**config.mk**
```make
export PLATFORM = sky130hd
export DESIGN_NAME = isdn_st_status_control_regs
export DESIGN_NICKNAME = d
export VERILOG_FILES = /design/src/rtl/st_regs_pkg.sv /design/src/rtl/mf_link_if.sv /design/src/rtl/mf_sync_tracker.sv /design/src/rtl/isdn_st_status_control_regs.sv
export SDC_FILE = /design/constraint.sdc
export NUM_CORES = 1
export LEC_CHECK = 0
export ABC_AREA = 1
export BUFFER_PORTS_ARGS = -buffer_cell sky130_fd_sc_hd__buf_4
export CORE_UTILIZATION = 40
export CTS_CLUSTER_SIZE = 8
export DETAILED_ROUTE_END_ITERATION = 7
export PLACE_DENSITY = 0.6
export RECOVER_POWER = 25
export SLEW_MARGIN = 20
export SYNTH_ARGS = -nofsm -noshare
export SYNTH_HDL_FRONTEND = slang
export SYNTH_SLANG_ARGS = --single-unit
```
**constraint.sdc**
```tcl
create_clock -name clk_i -period 3.7 [get_ports clk_i]
set_input_delay 0.74 -clock clk_i [delete_from_list [all_inputs] [get_ports clk_i]]
set_output_delay 0.74 -clock clk_i [all_outputs]
set_load 0.005 [all_outputs]
```
**src/rtl/st_regs_pkg.sv**
```systemverilog
package st_regs_pkg;
  localparam int ADDR_W = 4;
  localparam int DATA_W = 8;
  localparam int CNT_W = 5;
  localparam int FRAME_W = 5;

  localparam logic [ADDR_W-1:0] ADDR_RX_STATUS = 4'h5;
  localparam logic [ADDR_W-1:0] ADDR_TRIG = 4'h6;
  localparam logic [ADDR_W-1:0] ADDR_MF_STATUS = 4'h7;
  localparam logic [ADDR_W-1:0] ADDR_LINE_CTRL = 4'h8;
  localparam logic [ADDR_W-1:0] ADDR_ECHO_STATUS = 4'hA;

  localparam logic [DATA_W-1:0] TRIG_RST = 8'h00;
  localparam logic [DATA_W-1:0] LINE_RST = 8'h00;
  localparam logic [DATA_W-1:0] LINE_MASK = 8'h23;

  localparam int LC_CLRMM_BIT = 0;
  localparam int LC_SWAP_BIT = 1;
  localparam int LC_SSM_BIT = 5;

  localparam logic [3:0] IDLE_RUN = 4'hF;
  localparam logic [CNT_W-1:0] QUEUE_FULL = 5'h10;
  localparam logic [FRAME_W-1:0] FRAME_FIRST = 5'h01;
  localparam logic [FRAME_W-1:0] MF_FRAMES = 5'h14;
  localparam logic [2:0] MSE_DELAY = 3'h7;
  localparam logic [FRAME_W-1:0] SG_END0 = 5'h05;
  localparam logic [FRAME_W-1:0] SG_END1 = 5'h0A;
  localparam logic [FRAME_W-1:0] SG_END2 = 5'h0F;
  localparam logic [FRAME_W-1:0] QF_B = 5'h06;
  localparam logic [FRAME_W-1:0] QF_C = 5'h0B;
  localparam logic [FRAME_W-1:0] QF_D = 5'h10;

  // Code 0 stands for a full sixteen-byte queue
  function automatic logic thr_reached(input logic [CNT_W-1:0] cnt, input logic [3:0] thr);
    thr_reached = (thr == 4'h0) ? (cnt >= QUEUE_FULL) : (cnt >= {1'b0, thr});
  endfunction

  function automatic logic majority5(input logic [4:0] v);
    logic [2:0] ones;
    ones = 3'h0;
    for (int i = 0; i < 5; i++) begin
      ones = ones + {2'h0, v[i]};
    end
    majority5 = (ones >= 3'h3);
  endfunction

  // {valid, slot}: frame that closes a group of five S bits
  function automatic logic [2:0] vote_slot(input logic [FRAME_W-1:0] frame);
    case (frame)
      SG_END0: vote_slot = 3'h4;
      SG_END1: vote_slot = 3'h5;
      SG_END2: vote_slot = 3'h6;
      MF_FRAMES: vote_slot = 3'h7;
      default: vote_slot = 3'h0;
    endcase
  endfunction

  // {valid, state}: multiframe state taken on in a Q-bit frame
  function automatic logic [2:0] q_state(input logic [FRAME_W-1:0] frame);
    case (frame)
      FRAME_FIRST: q_state = 3'h5;
      QF_B: q_state = 3'h6;
      QF_C: q_state = 3'h7;
      QF_D: q_state = 3'h4;
      default: q_state = 3'h0;
    endcase
  endfunction
endpackage

```
**src/rtl/mf_link_if.sv**
```systemverilog
`timescale 1ns/1ns
interface mf_link_if;
  logic frame_stb;
  logic m_bit;
  logic frame_sync;
  logic mse;
  logic [4:0] frame_no;
  modport tracker (input frame_stb, input m_bit, input frame_sync, output mse, output frame_no);
  modport user (output frame_stb, output m_bit, output frame_sync, input mse, input frame_no);
endinterface

```
**src/rtl/mf_sync_tracker.sv**
```systemverilog
`timescale 1ns/1ns
module mf_sync_tracker (
  input wire logic clk_i,
  input wire logic rst_i,
  mf_link_if.tracker mf
);
  import st_regs_pkg::*;

  logic [FRAME_W-1:0] gap_q, gap_d, frame_q, frame_d, gap_inc;
  logic seen_q, seen_d, mse_q, mse_d, tgt_q, tgt_d, good, bad;
  logic [2:0] pend_q, pend_d;

  always_comb begin
    gap_d = gap_q;
    frame_d = frame_q;
    seen_d = seen_q;
    mse_d = mse_q;
    tgt_d = tgt_q;
    pend_d = pend_q;
    gap_inc = (gap_q > MF_FRAMES) ? gap_q : gap_q + 5'h01;
    good = mf.m_bit && seen_q && (gap_inc == MF_FRAMES);
    // Wrong M spacing, or the expected M never came
    bad = mf.m_bit ? !good : (seen_q && gap_inc == MF_FRAMES);
    if (!mf.frame_sync) begin
      mse_d = 1'b0;
      seen_d = 1'b0;
      pend_d = 3'h0;
      gap_d = 5'h00;
      frame_d = FRAME_FIRST;
    end else if (mf.frame_stb) begin
      gap_d = gap_inc;
      frame_d = (frame_q == MF_FRAMES) ? FRAME_FIRST : frame_q + 5'h01;
      if (pend_q != 3'h0) begin
        pend_d = pend_q - 3'h1;
        if (pend_q == 3'h1) begin
          mse_d = tgt_q;
        end
      end
      if (mf.m_bit) begin
        gap_d = 5'h00;
        frame_d = FRAME_FIRST;
        seen_d = 1'b1;
      end
      if (good && !mse_q && pend_q == 3'h0) begin
        pend_d = MSE_DELAY;
        tgt_d = 1'b1;
      end else if (bad && mse_q && (pend_q == 3'h0 || tgt_q)) begin
        pend_d = MSE_DELAY;
        tgt_d = 1'b0;
      end else if (bad && !mse_q) begin
        pend_d = 3'h0;
      end
    end
  end

  always_ff @(posedge clk_i or posedge rst_i) begin
    if (rst_i) begin
      gap_q <= 5'h00;
      frame_q <= FRAME_FIRST;
      seen_q <= 1'b0;
      mse_q <= 1'b0;
      tgt_q <= 1'b0;
      pend_q <= 3'h0;
    end else begin
      gap_q <= gap_d;
      frame_q <= frame_d;
      seen_q <= seen_d;
      mse_q <= mse_d;
      tgt_q <= tgt_d;
      pend_q <= pend_d;
    end
  end

  assign mf.mse = mse_q;
  assign mf.frame_no = frame_q;

  a_mse_loss_drop: assert property (@(posedge clk_i) disable iff (rst_i)
    !mf.frame_sync |=> !mse_q) else $error("mse kept after frame sync loss");
  a_mse_rise_timed: assert property (@(posedge clk_i) disable iff (rst_i)
    $rose(mse_q) |-> $past(mf.frame_stb) && $past(pend_q) == 3'h1 && $past(tgt_q))
    else $error("mse rose outside its frame");
  a_good_m_arms: assert property (@(posedge clk_i) disable iff (rst_i)
    mf.frame_sync && mf.frame_stb && mf.m_bit && seen_q && gap_q + 5'h01 == MF_FRAMES
    && !mse_q && pend_q == 3'h0 |=> pend_q == MSE_DELAY && tgt_q)
    else $error("good M spacing did not arm sync");
endmodule

```
**src/rtl/isdn_st_status_control_regs.sv**
```systemverilog
// Contract
// - Fifteen ones on received D sets idle
// - EOF flag while marker queued; count to it
// - Transmit-empty interrupt at empty-byte threshold
// - Receive-fill interrupt at fill threshold
// - Unvoted: last five S bits, oldest low
// - Voted: four group results, bit four zero
// - Multiframe state code per Q frame
// - State updates at marker in frames 1,6,11,16
// - Sync needs M bits exactly twenty apart
// - Sync changes mid frame eight
// - Frame sync loss drops sync at once
// - Mismatch sets flag, forces D all ones
// - Reading mismatch register clears flag
// - Channel exchange swaps B1 and B2 both ways
// - Low five status bits give byte count
`timescale 1ns/1ns
module isdn_st_status_control_regs (
  input wire logic clk_i,
  input wire logic rst_i,
  input wire logic [st_regs_pkg::ADDR_W-1:0] addr_i,
  input wire logic [st_regs_pkg::DATA_W-1:0] wdata_i,
  input wire logic wr_i,
  input wire logic rd_i,
  output logic [st_regs_pkg::DATA_W-1:0] rdata_o,
  input wire logic d_rx_bit_i,
  input wire logic d_rx_bit_stb_i,
  input wire logic [st_regs_pkg::CNT_W-1:0] rxq_count_i,
  input wire logic [st_regs_pkg::CNT_W-1:0] rxq_eof_count_i,
  input wire logic rxq_eof_i,
  input wire logic [st_regs_pkg::CNT_W-1:0] txq_empty_i,
  output logic tx_empty_irq_o,
  output logic rx_fill_irq_o,
  input wire logic frame_stb_i,
  input wire logic frame_sync_i,
  input wire logic m_bit_i,
  input wire logic s_bit_i,
  input wire logic qbm_i,
  input wire logic echo_mismatch_i,
  output logic d_tx_force_ones_o,
  output logic d_contention_off_o,
  input wire logic b_byte_stb_i,
  input wire logic [7:0] nt_rx_b1_i,
  input wire logic [7:0] nt_rx_b2_i,
  input wire logic [7:0] tx_first_bchan_in_i,
  input wire logic [7:0] tx_second_bchan_in_i,
  output logic [7:0] rx_serial_out_b1_o,
  output logic [7:0] rx_serial_out_b2_o,
  output logic [7:0] nt_tx_b1_o,
  output logic [7:0] nt_tx_b2_o
);
  import st_regs_pkg::*;

  mf_link_if mfl ();

  assign mfl.frame_stb = frame_stb_i;
  assign mfl.m_bit = m_bit_i;
  assign mfl.frame_sync = frame_sync_i;

  mf_sync_tracker u_tracker (
    .clk_i(clk_i),
    .rst_i(rst_i),
    .mf(mfl.tracker)
  );

  // Register file and read port

  logic [DATA_W-1:0] trig_q, trig_d, line_q, line_d;
  logic [DATA_W-1:0] rdata_q, rdata_d;
  logic [3:0] idle_cnt_q;
  logic [4:0] s_raw_q;
  logic [3:0] s_vote_q;
  logic [1:0] mf_st_q;
  logic mf_valid_q, mismatch_q;
  logic [CNT_W-1:0] rx_status_cnt;
  logic [4:0] s_chan_bits;
  logic ssm, clrmm, b_chan_swap;
  logic rx_idle_flag, mf_state_lo, mf_state_hi;

  assign ssm = line_q[LC_SSM_BIT];
  assign clrmm = line_q[LC_CLRMM_BIT];
  assign b_chan_swap = line_q[LC_SWAP_BIT];
  assign rx_idle_flag = (idle_cnt_q == IDLE_RUN);
  assign mf_state_lo = mf_valid_q & mf_st_q[0];
  assign mf_state_hi = mf_valid_q & mf_st_q[1];

  always_comb begin
    rx_status_cnt = rxq_eof_i ? rxq_eof_count_i : rxq_count_i;
    if (ssm) begin
      s_chan_bits = {1'b0, s_vote_q};
    end else begin
      s_chan_bits = s_raw_q;
    end
  end

  always_comb begin
    trig_d = trig_q;
    line_d = line_q;
    rdata_d = {DATA_W{1'b0}};
    if (wr_i) begin
      case (addr_i)
        ADDR_TRIG: trig_d = wdata_i;
        ADDR_LINE_CTRL: line_d = wdata_i & LINE_MASK;
        default: ;
      endcase
    end
    if (rd_i) begin
      case (addr_i)
        ADDR_RX_STATUS: rdata_d = {rxq_eof_i, rx_idle_flag, 1'b0, rx_status_cnt};
        ADDR_TRIG: rdata_d = trig_q;
        ADDR_MF_STATUS: rdata_d = {mfl.mse, mf_state_hi, mf_state_lo, s_chan_bits};
        ADDR_LINE_CTRL: rdata_d = line_q;
        ADDR_ECHO_STATUS: rdata_d = {7'h00, mismatch_q};
        default: rdata_d = {DATA_W{1'b0}};
      endcase
    end
  end

  always_ff @(posedge clk_i or posedge rst_i) begin
    if (rst_i) begin
      trig_q <= TRIG_RST;
      line_q <= LINE_RST;
      rdata_q <= {DATA_W{1'b0}};
    end else begin
      trig_q <= trig_d;
      line_q <= line_d;
      rdata_q <= rdata_d;
    end
  end

  assign rdata_o = rdata_q;

  // D-channel receive idle and queue interrupts

  logic [3:0] idle_cnt_d;
  logic tx_irq_q, tx_irq_d, rx_irq_q, rx_irq_d;

  always_comb begin
    idle_cnt_d = idle_cnt_q;
    if (d_rx_bit_stb_i) begin
      if (!d_rx_bit_i) begin
        idle_cnt_d = 4'h0;
      end else if (idle_cnt_q != IDLE_RUN) begin
        idle_cnt_d = idle_cnt_q + 4'h1;
      end
    end
    tx_irq_d = thr_reached(txq_empty_i, trig_q[3:0]);
    rx_irq_d = thr_reached(rxq_count_i, trig_q[7:4]);
  end

  always_ff @(posedge clk_i or posedge rst_i) begin
    if (rst_i) begin
      idle_cnt_q <= 4'h0;
      tx_irq_q <= 1'b0;
      rx_irq_q <= 1'b0;
    end else begin
      idle_cnt_q <= idle_cnt_d;
      tx_irq_q <= tx_irq_d;
      rx_irq_q <= rx_irq_d;
    end
  end

  assign tx_empty_irq_o = tx_irq_q;
  assign rx_fill_irq_o = rx_irq_q;

  // S channel and multiframe state
  // The vote runs one cycle after the frame strobe so that the tracker's
  // frame number and the raw shift register both describe that frame.

  logic [4:0] s_raw_d;
  logic [3:0] s_vote_d;
  logic [1:0] mf_st_d;
  logic mf_valid_d, s_stb_q, qbm_q, qbm_rise;
  logic [2:0] slot, qs;

  always_comb begin
    s_raw_d = s_raw_q;
    s_vote_d = s_vote_q;
    mf_st_d = mf_st_q;
    mf_valid_d = mf_valid_q;
    slot = vote_slot(mfl.frame_no);
    qs = q_state(mfl.frame_no);
    qbm_rise = qbm_i & ~qbm_q;
    if (frame_stb_i) begin
      s_raw_d = {s_bit_i, s_raw_q[4:1]};
    end
    if (s_stb_q && slot[2]) begin
      s_vote_d[slot[1:0]] = majority5(s_raw_q);
    end
    if (!mfl.mse) begin
      mf_valid_d = 1'b0;
    end else if (qbm_rise && qs[2] && (mf_valid_q || mfl.frame_no == QF_D)) begin
      mf_st_d = qs[1:0];
      mf_valid_d = 1'b1;
    end
  end

  always_ff @(posedge clk_i or posedge rst_i) begin
    if (rst_i) begin
      s_raw_q <= 5'h00;
      s_vote_q <= 4'h0;
      mf_st_q <= 2'h0;
      mf_valid_q <= 1'b0;
      s_stb_q <= 1'b0;
      qbm_q <= 1'b0;
    end else begin
      s_raw_q <= s_raw_d;
      s_vote_q <= s_vote_d;
      mf_st_q <= mf_st_d;
      mf_valid_q <= mf_valid_d;
      s_stb_q <= frame_stb_i;
      qbm_q <= qbm_i;
    end
  end

  // Echo mismatch; a new mismatch beats a clearing read in the same cycle

  logic mismatch_d, off_q, off_d;

  always_comb begin
    mismatch_d = mismatch_q;
    off_d = clrmm;
    if (clrmm) begin
      mismatch_d = 1'b0;
    end else if (echo_mismatch_i) begin
      mismatch_d = 1'b1;
    end else if (rd_i && addr_i == ADDR_ECHO_STATUS) begin
      mismatch_d = 1'b0;
    end
  end

  always_ff @(posedge clk_i or posedge rst_i) begin
    if (rst_i) begin
      mismatch_q <= 1'b0;
      off_q <= 1'b0;
    end else begin
      mismatch_q <= mismatch_d;
      off_q <= off_d;
    end
  end

  assign d_tx_force_ones_o = mismatch_q;
  assign d_contention_off_o = off_q;

  // B-channel exchange

  logic [7:0] te_b1_q, te_b1_d, te_b2_q, te_b2_d;
  logic [7:0] nt_b1_q, nt_b1_d, nt_b2_q, nt_b2_d;

  always_comb begin
    te_b1_d = te_b1_q;
    te_b2_d = te_b2_q;
    nt_b1_d = nt_b1_q;
    nt_b2_d = nt_b2_q;
    if (b_byte_stb_i) begin
      if (b_chan_swap) begin
        te_b1_d = nt_rx_b2_i;
        te_b2_d = nt_rx_b1_i;
        nt_b1_d = tx_second_bchan_in_i;
        nt_b2_d = tx_first_bchan_in_i;
      end else begin
        te_b1_d = nt_rx_b1_i;
        te_b2_d = nt_rx_b2_i;
        nt_b1_d = tx_first_bchan_in_i;
        nt_b2_d = tx_second_bchan_in_i;
      end
    end
  end

  always_ff @(posedge clk_i or posedge rst_i) begin
    if (rst_i) begin
      te_b1_q <= 8'h00;
      te_b2_q <= 8'h00;
      nt_b1_q <= 8'h00;
      nt_b2_q <= 8'h00;
    end else begin
      te_b1_q <= te_b1_d;
      te_b2_q <= te_b2_d;
      nt_b1_q <= nt_b1_d;
      nt_b2_q <= nt_b2_d;
    end
  end

  assign rx_serial_out_b1_o = te_b1_q;
  assign rx_serial_out_b2_o = te_b2_q;
  assign nt_tx_b1_o = nt_b1_q;
  assign nt_tx_b2_o = nt_b2_q;

  a_idle_after_run: assert property (@(posedge clk_i) disable iff (rst_i)
    d_rx_bit_stb_i && d_rx_bit_i && idle_cnt_q == 4'hE |=> rx_idle_flag)
    else $error("idle not set after fifteen ones");
  a_eof_count_read: assert property (@(posedge clk_i) disable iff (rst_i)
    rd_i && addr_i == ADDR_RX_STATUS && rxq_eof_i
    |=> rdata_o[7] && rdata_o[4:0] == $past(rxq_eof_count_i))
    else $error("status count ignores end of frame");
  a_tx_empty_full: assert property (@(posedge clk_i) disable iff (rst_i)
    trig_q[3:0] == 4'h0 && txq_empty_i < QUEUE_FULL |=> !tx_empty_irq_o)
    else $error("transmit empty fired below full emptiness");
  a_rx_fill_level: assert property (@(posedge clk_i) disable iff (rst_i)
    trig_q[7:4] != 4'h0 && rxq_count_i >= {1'b0, trig_q[7:4]} |=> rx_fill_irq_o)
    else $error("receive fill missed its level");
  a_voted_top_zero: assert property (@(posedge clk_i) disable iff (rst_i)
    rd_i && addr_i == ADDR_MF_STATUS && ssm |=> !rdata_o[4])
    else $error("voted S word has bit four set");
  a_state_only_qbm: assert property (@(posedge clk_i) disable iff (rst_i)
    !qbm_rise |=> $stable(mf_st_q)) else $error("state moved without marker");
  a_mismatch_sets: assert property (@(posedge clk_i) disable iff (rst_i)
    echo_mismatch_i && !clrmm |=> d_tx_force_ones_o [*1] ##0 mismatch_q)
    else $error("mismatch did not force ones");
  a_swap_b_chan: assert property (@(posedge clk_i) disable iff (rst_i)
    b_byte_stb_i && b_chan_swap |=> rx_serial_out_b1_o == $past(nt_rx_b2_i)
    && nt_tx_b2_o == $past(tx_first_bchan_in_i)) else $error("B channels not exchanged");
endmodule

```
==> results.tsv <==
stage	metric	value	unit
yosys	synth_seq_cells	89	
detailed_routing	first_iter_violations	237	
setup_path	rrSetupSlack	1.49	ns
detailed_routing	wl	11400	um
setup_path	criticalPathCategory	reg2reg	
clock_network	cts_tree	done	
global_routing	grt_pass1_vias	3886	
timing	finalSetupTns	0	ns
cells_and_area	final_cells	839	
yosys	syn_area	4670	um^2
setup_path	arrival	2.42	ns
job	drv_cap	0	
floorplan	initial_core_util	40.9	%
clock_network	cts_resized	0	
yosys	synthCells	578	
clock_network	h-tree-depth	3	
global_routing	grt_pass1_wl	18300	um
global_routing	track_usage	19.5	%
clock_network	cts_buffer_depth	2	
yosys	synth-main-ff-cell	dfrtp_1	
cells_and_area	utilization	52.1	%
setup_path	crit_fanout	4	
detailed_routing	vias_per_cell	5.09	
floorplan	coreArea	11400	um^2
setup_path	slowest_stage	fa_1	
timing	hold_viol_final	0	
yosys	synth_compound_area_share	14.1	%
yosys	yosysWarningCount	0	
yosys	synth_most_common_cell	nand2_1	
detailed_routing	drt_pass1_iterations	5	
detailed_routing	ant_nets	0	
timing	fmax	453	MHz
clock_network	post-cts-setup-buffers	0	
power_and_ir_drop	leakage	3.02	nW
placement	portBuffers	116	
detailed_routing	drc	0	
timing	setup_viol	0	
yosys	syn-num-nets	673	
floorplan	die_y	110	um
setup_path	reg2reg_depth	7	
cells_and_area	fillers	1065	
setup_path	end_kind	flop	
timing	worst_pin_slew	1.38	ns
placement	dp_hpwl	8610	um
cells_and_area	nNetsFinal	786	
yosys	synth_edf_count	0	
floorplan	die_w	110	um
clock_network	path_clk_slew	0.06	ns
global_routing	antenna_found_initial	0	
yosys	synth_area_per_cell	8.08	um^2
floorplan	fp.dieArea	12100	um^2
placement	gp_congestion	0.876	
yosys	synth.top_cell.area_share	47.2	%
timing	period_share	59.6	%
cells_and_area	n_antenna_cell	0	
yosys	synthAdderAreaFrac	6.22	%
detailed_routing	wl_per_cell	13.6	um
timing	report.final.slew_viol_count	0	
yosys	synthTopCellsByArea	dfrtp_1 47%, nand2_1 12%, inv_1 5.6%	
yosys	synth-xor-area-share	0.563	%
setup_path	start_kind	flop	
floorplan	ios	117	
setup_path	worstPathCellList	fa_1 > inv_1 > fa_1 > inv_1 > ha_1 > a21oi_1 > o21ai_0	
global_routing	grt_max_degree	65	
yosys	synth_top_area_cell	dfrtp_1	
yosys	synthMuxAreaShare	0.241	%
power_and_ir_drop	peakVddDrop	0.307	mV
yosys	async_flop_share	100	%
clock_network	cts_buffers	9	
floorplan	row_count	39	
timing	period_minus_slack	2.21	ns
placement	dp_cells	823	
hold_path	hold_class	reg2reg	
yosys	synth_top_family_by_area	simple AND/OR/NAND/NOR gates	
outcome	outcome	finished, final reports clean	
timing	hold_slack	0.478	ns
yosys	yosys.area_share.simple	24.1	%
clock_network	clockRootBuffer	clkbuf_16	
global_routing	grt_overflow	0	
timing	slew_headroom	7.33	%
timing	skew	0.00911	ns
clock_network	cts_sinks	89	
yosys	synth_commonest_cells	147 x nand2_1, 88 x dfrtp_1, 70 x inv_1, 59 x nor2_1, 36 x a31oi_1	
setup_path	critical-path-max-stage-delay	0.54	ns
cells_and_area	areaGrowthSynthToFinish	27.4	%
clock_network	postCtsHoldBufs	0	
power_and_ir_drop	pwr_density_cell	441	nW/um^2
clock_network	clk_latency	0.34	ns
setup_path	critPathRequiredTime	3.91	ns
timing	rsz0062_at_grt	no	
hold_path	hold_depth	0	
yosys	ys_seq_area_share	47.7	%
cells_and_area	drive_gt1_share	21.8	%
detailed_routing	vias	4268	
yosys	synthDistinctLibCells	38	
==> flip-flops by register name, summed over array words and instances (netlist names) <==
signal / flops
nt_tx_b1_o: 8
nt_tx_b2_o: 8
rdata_o: 8
rx_serial_out_b1_o: 8
rx_serial_out_b2_o: 8
trig_q: 8
s_raw_q: 5
u_tracker.gap_q: 5
u_tracker.mf.frame_no: 5
idle_cnt_q: 4
s_vote_q: 4
line_q: 3
u_tracker.pend_q: 3
mf_st_q: 2
d_contention_off_o: 1
d_tx_force_ones_o: 1
mf_valid_q: 1
qbm_q: 1
rx_fill_irq_o: 1
s_stb_q: 1
tx_empty_irq_o: 1
u_tracker.mf.mse: 1
u_tracker.seen_q: 1
u_tracker.tgt_q: 1
==> worst max-delay path, delay by kind of cell, from the launching register on <==
kind                     cells  cell delay (ns)
buffers and inverters        2             0.13
flip-flops                   1             0.41
AO/OA/AOI/OAI                2             0.42
adder cells (fa/ha/maj)      3             1.12
==> cells by family (layout without fill, tap and decap cells) <==
logic type / Yosys count / in the layout
multiplexers: 1 / 1
adder cells (fa/ha/maj): 22 / 22
flip-flops: 89 / 89
buffers and inverters: 88 / 206
AO/OA/AOI/OAI: 112 / 112
XOR/XNOR: 3 / 3
AND/OR/NAND/NOR: 263 / 263
==> through the flow <==
stage                     area (um^2)  setup slack (ns)  total power [W]
after global placement           5680              1.54          0.00176
after CTS                        5960              1.47          0.00265
final                            5950              1.49          0.00262
after detailed placement         5680              1.48          0.00177
after floorplan                  4670             0.655          0.00150
after global routing             5950              1.34          0.00279
==> report_power, final <==
group | internal (W) | switching, W
logic | 0.000263 | 0.000320
clock network | 0.000492 | 0.000379
registers | 0.00109 | 0.0000792
total | 0.00185 | 0.000777
==> path summary, 6_finish.rpt <==
path | start | to
max | s_raw_q[0]$_DFFE_PP0P_ | s_vote_q[0]$_DFFE_PP0P_
min | line_q[0]$_DFFE_PP0P_ | d_contention_off_o$_DFF_PP0_
max reg2reg | s_raw_q[0]$_DFFE_PP0P_ | s_vote_q[0]$_DFFE_PP0P_
min reg2reg | line_q[0]$_DFFE_PP0P_ | d_contention_off_o$_DFF_PP0_
max in group asynchronous | rst_i | rdata_o[3]$_DFF_PP0_
min in group asynchronous | rst_i | nt_tx_b2_o[0]$_DFFE_PP0P_
==> per-layer routing <==
metal  up-vias  part of all wire, %  track usage [%]
met5         -                    0                0
met4         0                  1.4             7.52
met3        13                  4.7             3.64
met2        93                   47             31.3
met1      2035                   47             26.0
li1       2127                    -                -
==> placed cells by master (no fill, tap or decap), types with 4 or more instances in the layout <==
cell | netlist | routed
nor2_1 | 59 | 59
o22ai_1 | 6 | 6
inv_1 | 70 | 69
o21ai_0 | 30 | 30
dfrtp_1 | 88 | 88
nand4_1 | 5 | 5
nor3_1 | 6 | 6
nand3_1 | 27 | 27
nand2_1 | 147 | 147
a31oi_1 | 36 | 36
clkbuf_16 | 0 | 9
a21oi_1 | 25 | 25
o21bai_1 | 4 | 4
nand2_2 | 7 | 7
clkbuf_1 | 14 | 4
buf_4 | 0 | 115
ha_1 | 20 | 20
nand3_2 | 4 | 4
==> area by class of cell <==
type,instances,area (um^2),area share [%]
clock inverter,4,26.3,0.442
clock buffer,12,256,4.31
multi-input combinational,401,2110,35.5
timing repair buffer,119,882,14.8
tap,143,179,3.01
sequential,89,2230,37.5
inverter,71,268,4.50
(Power assumes the default switching activity.)
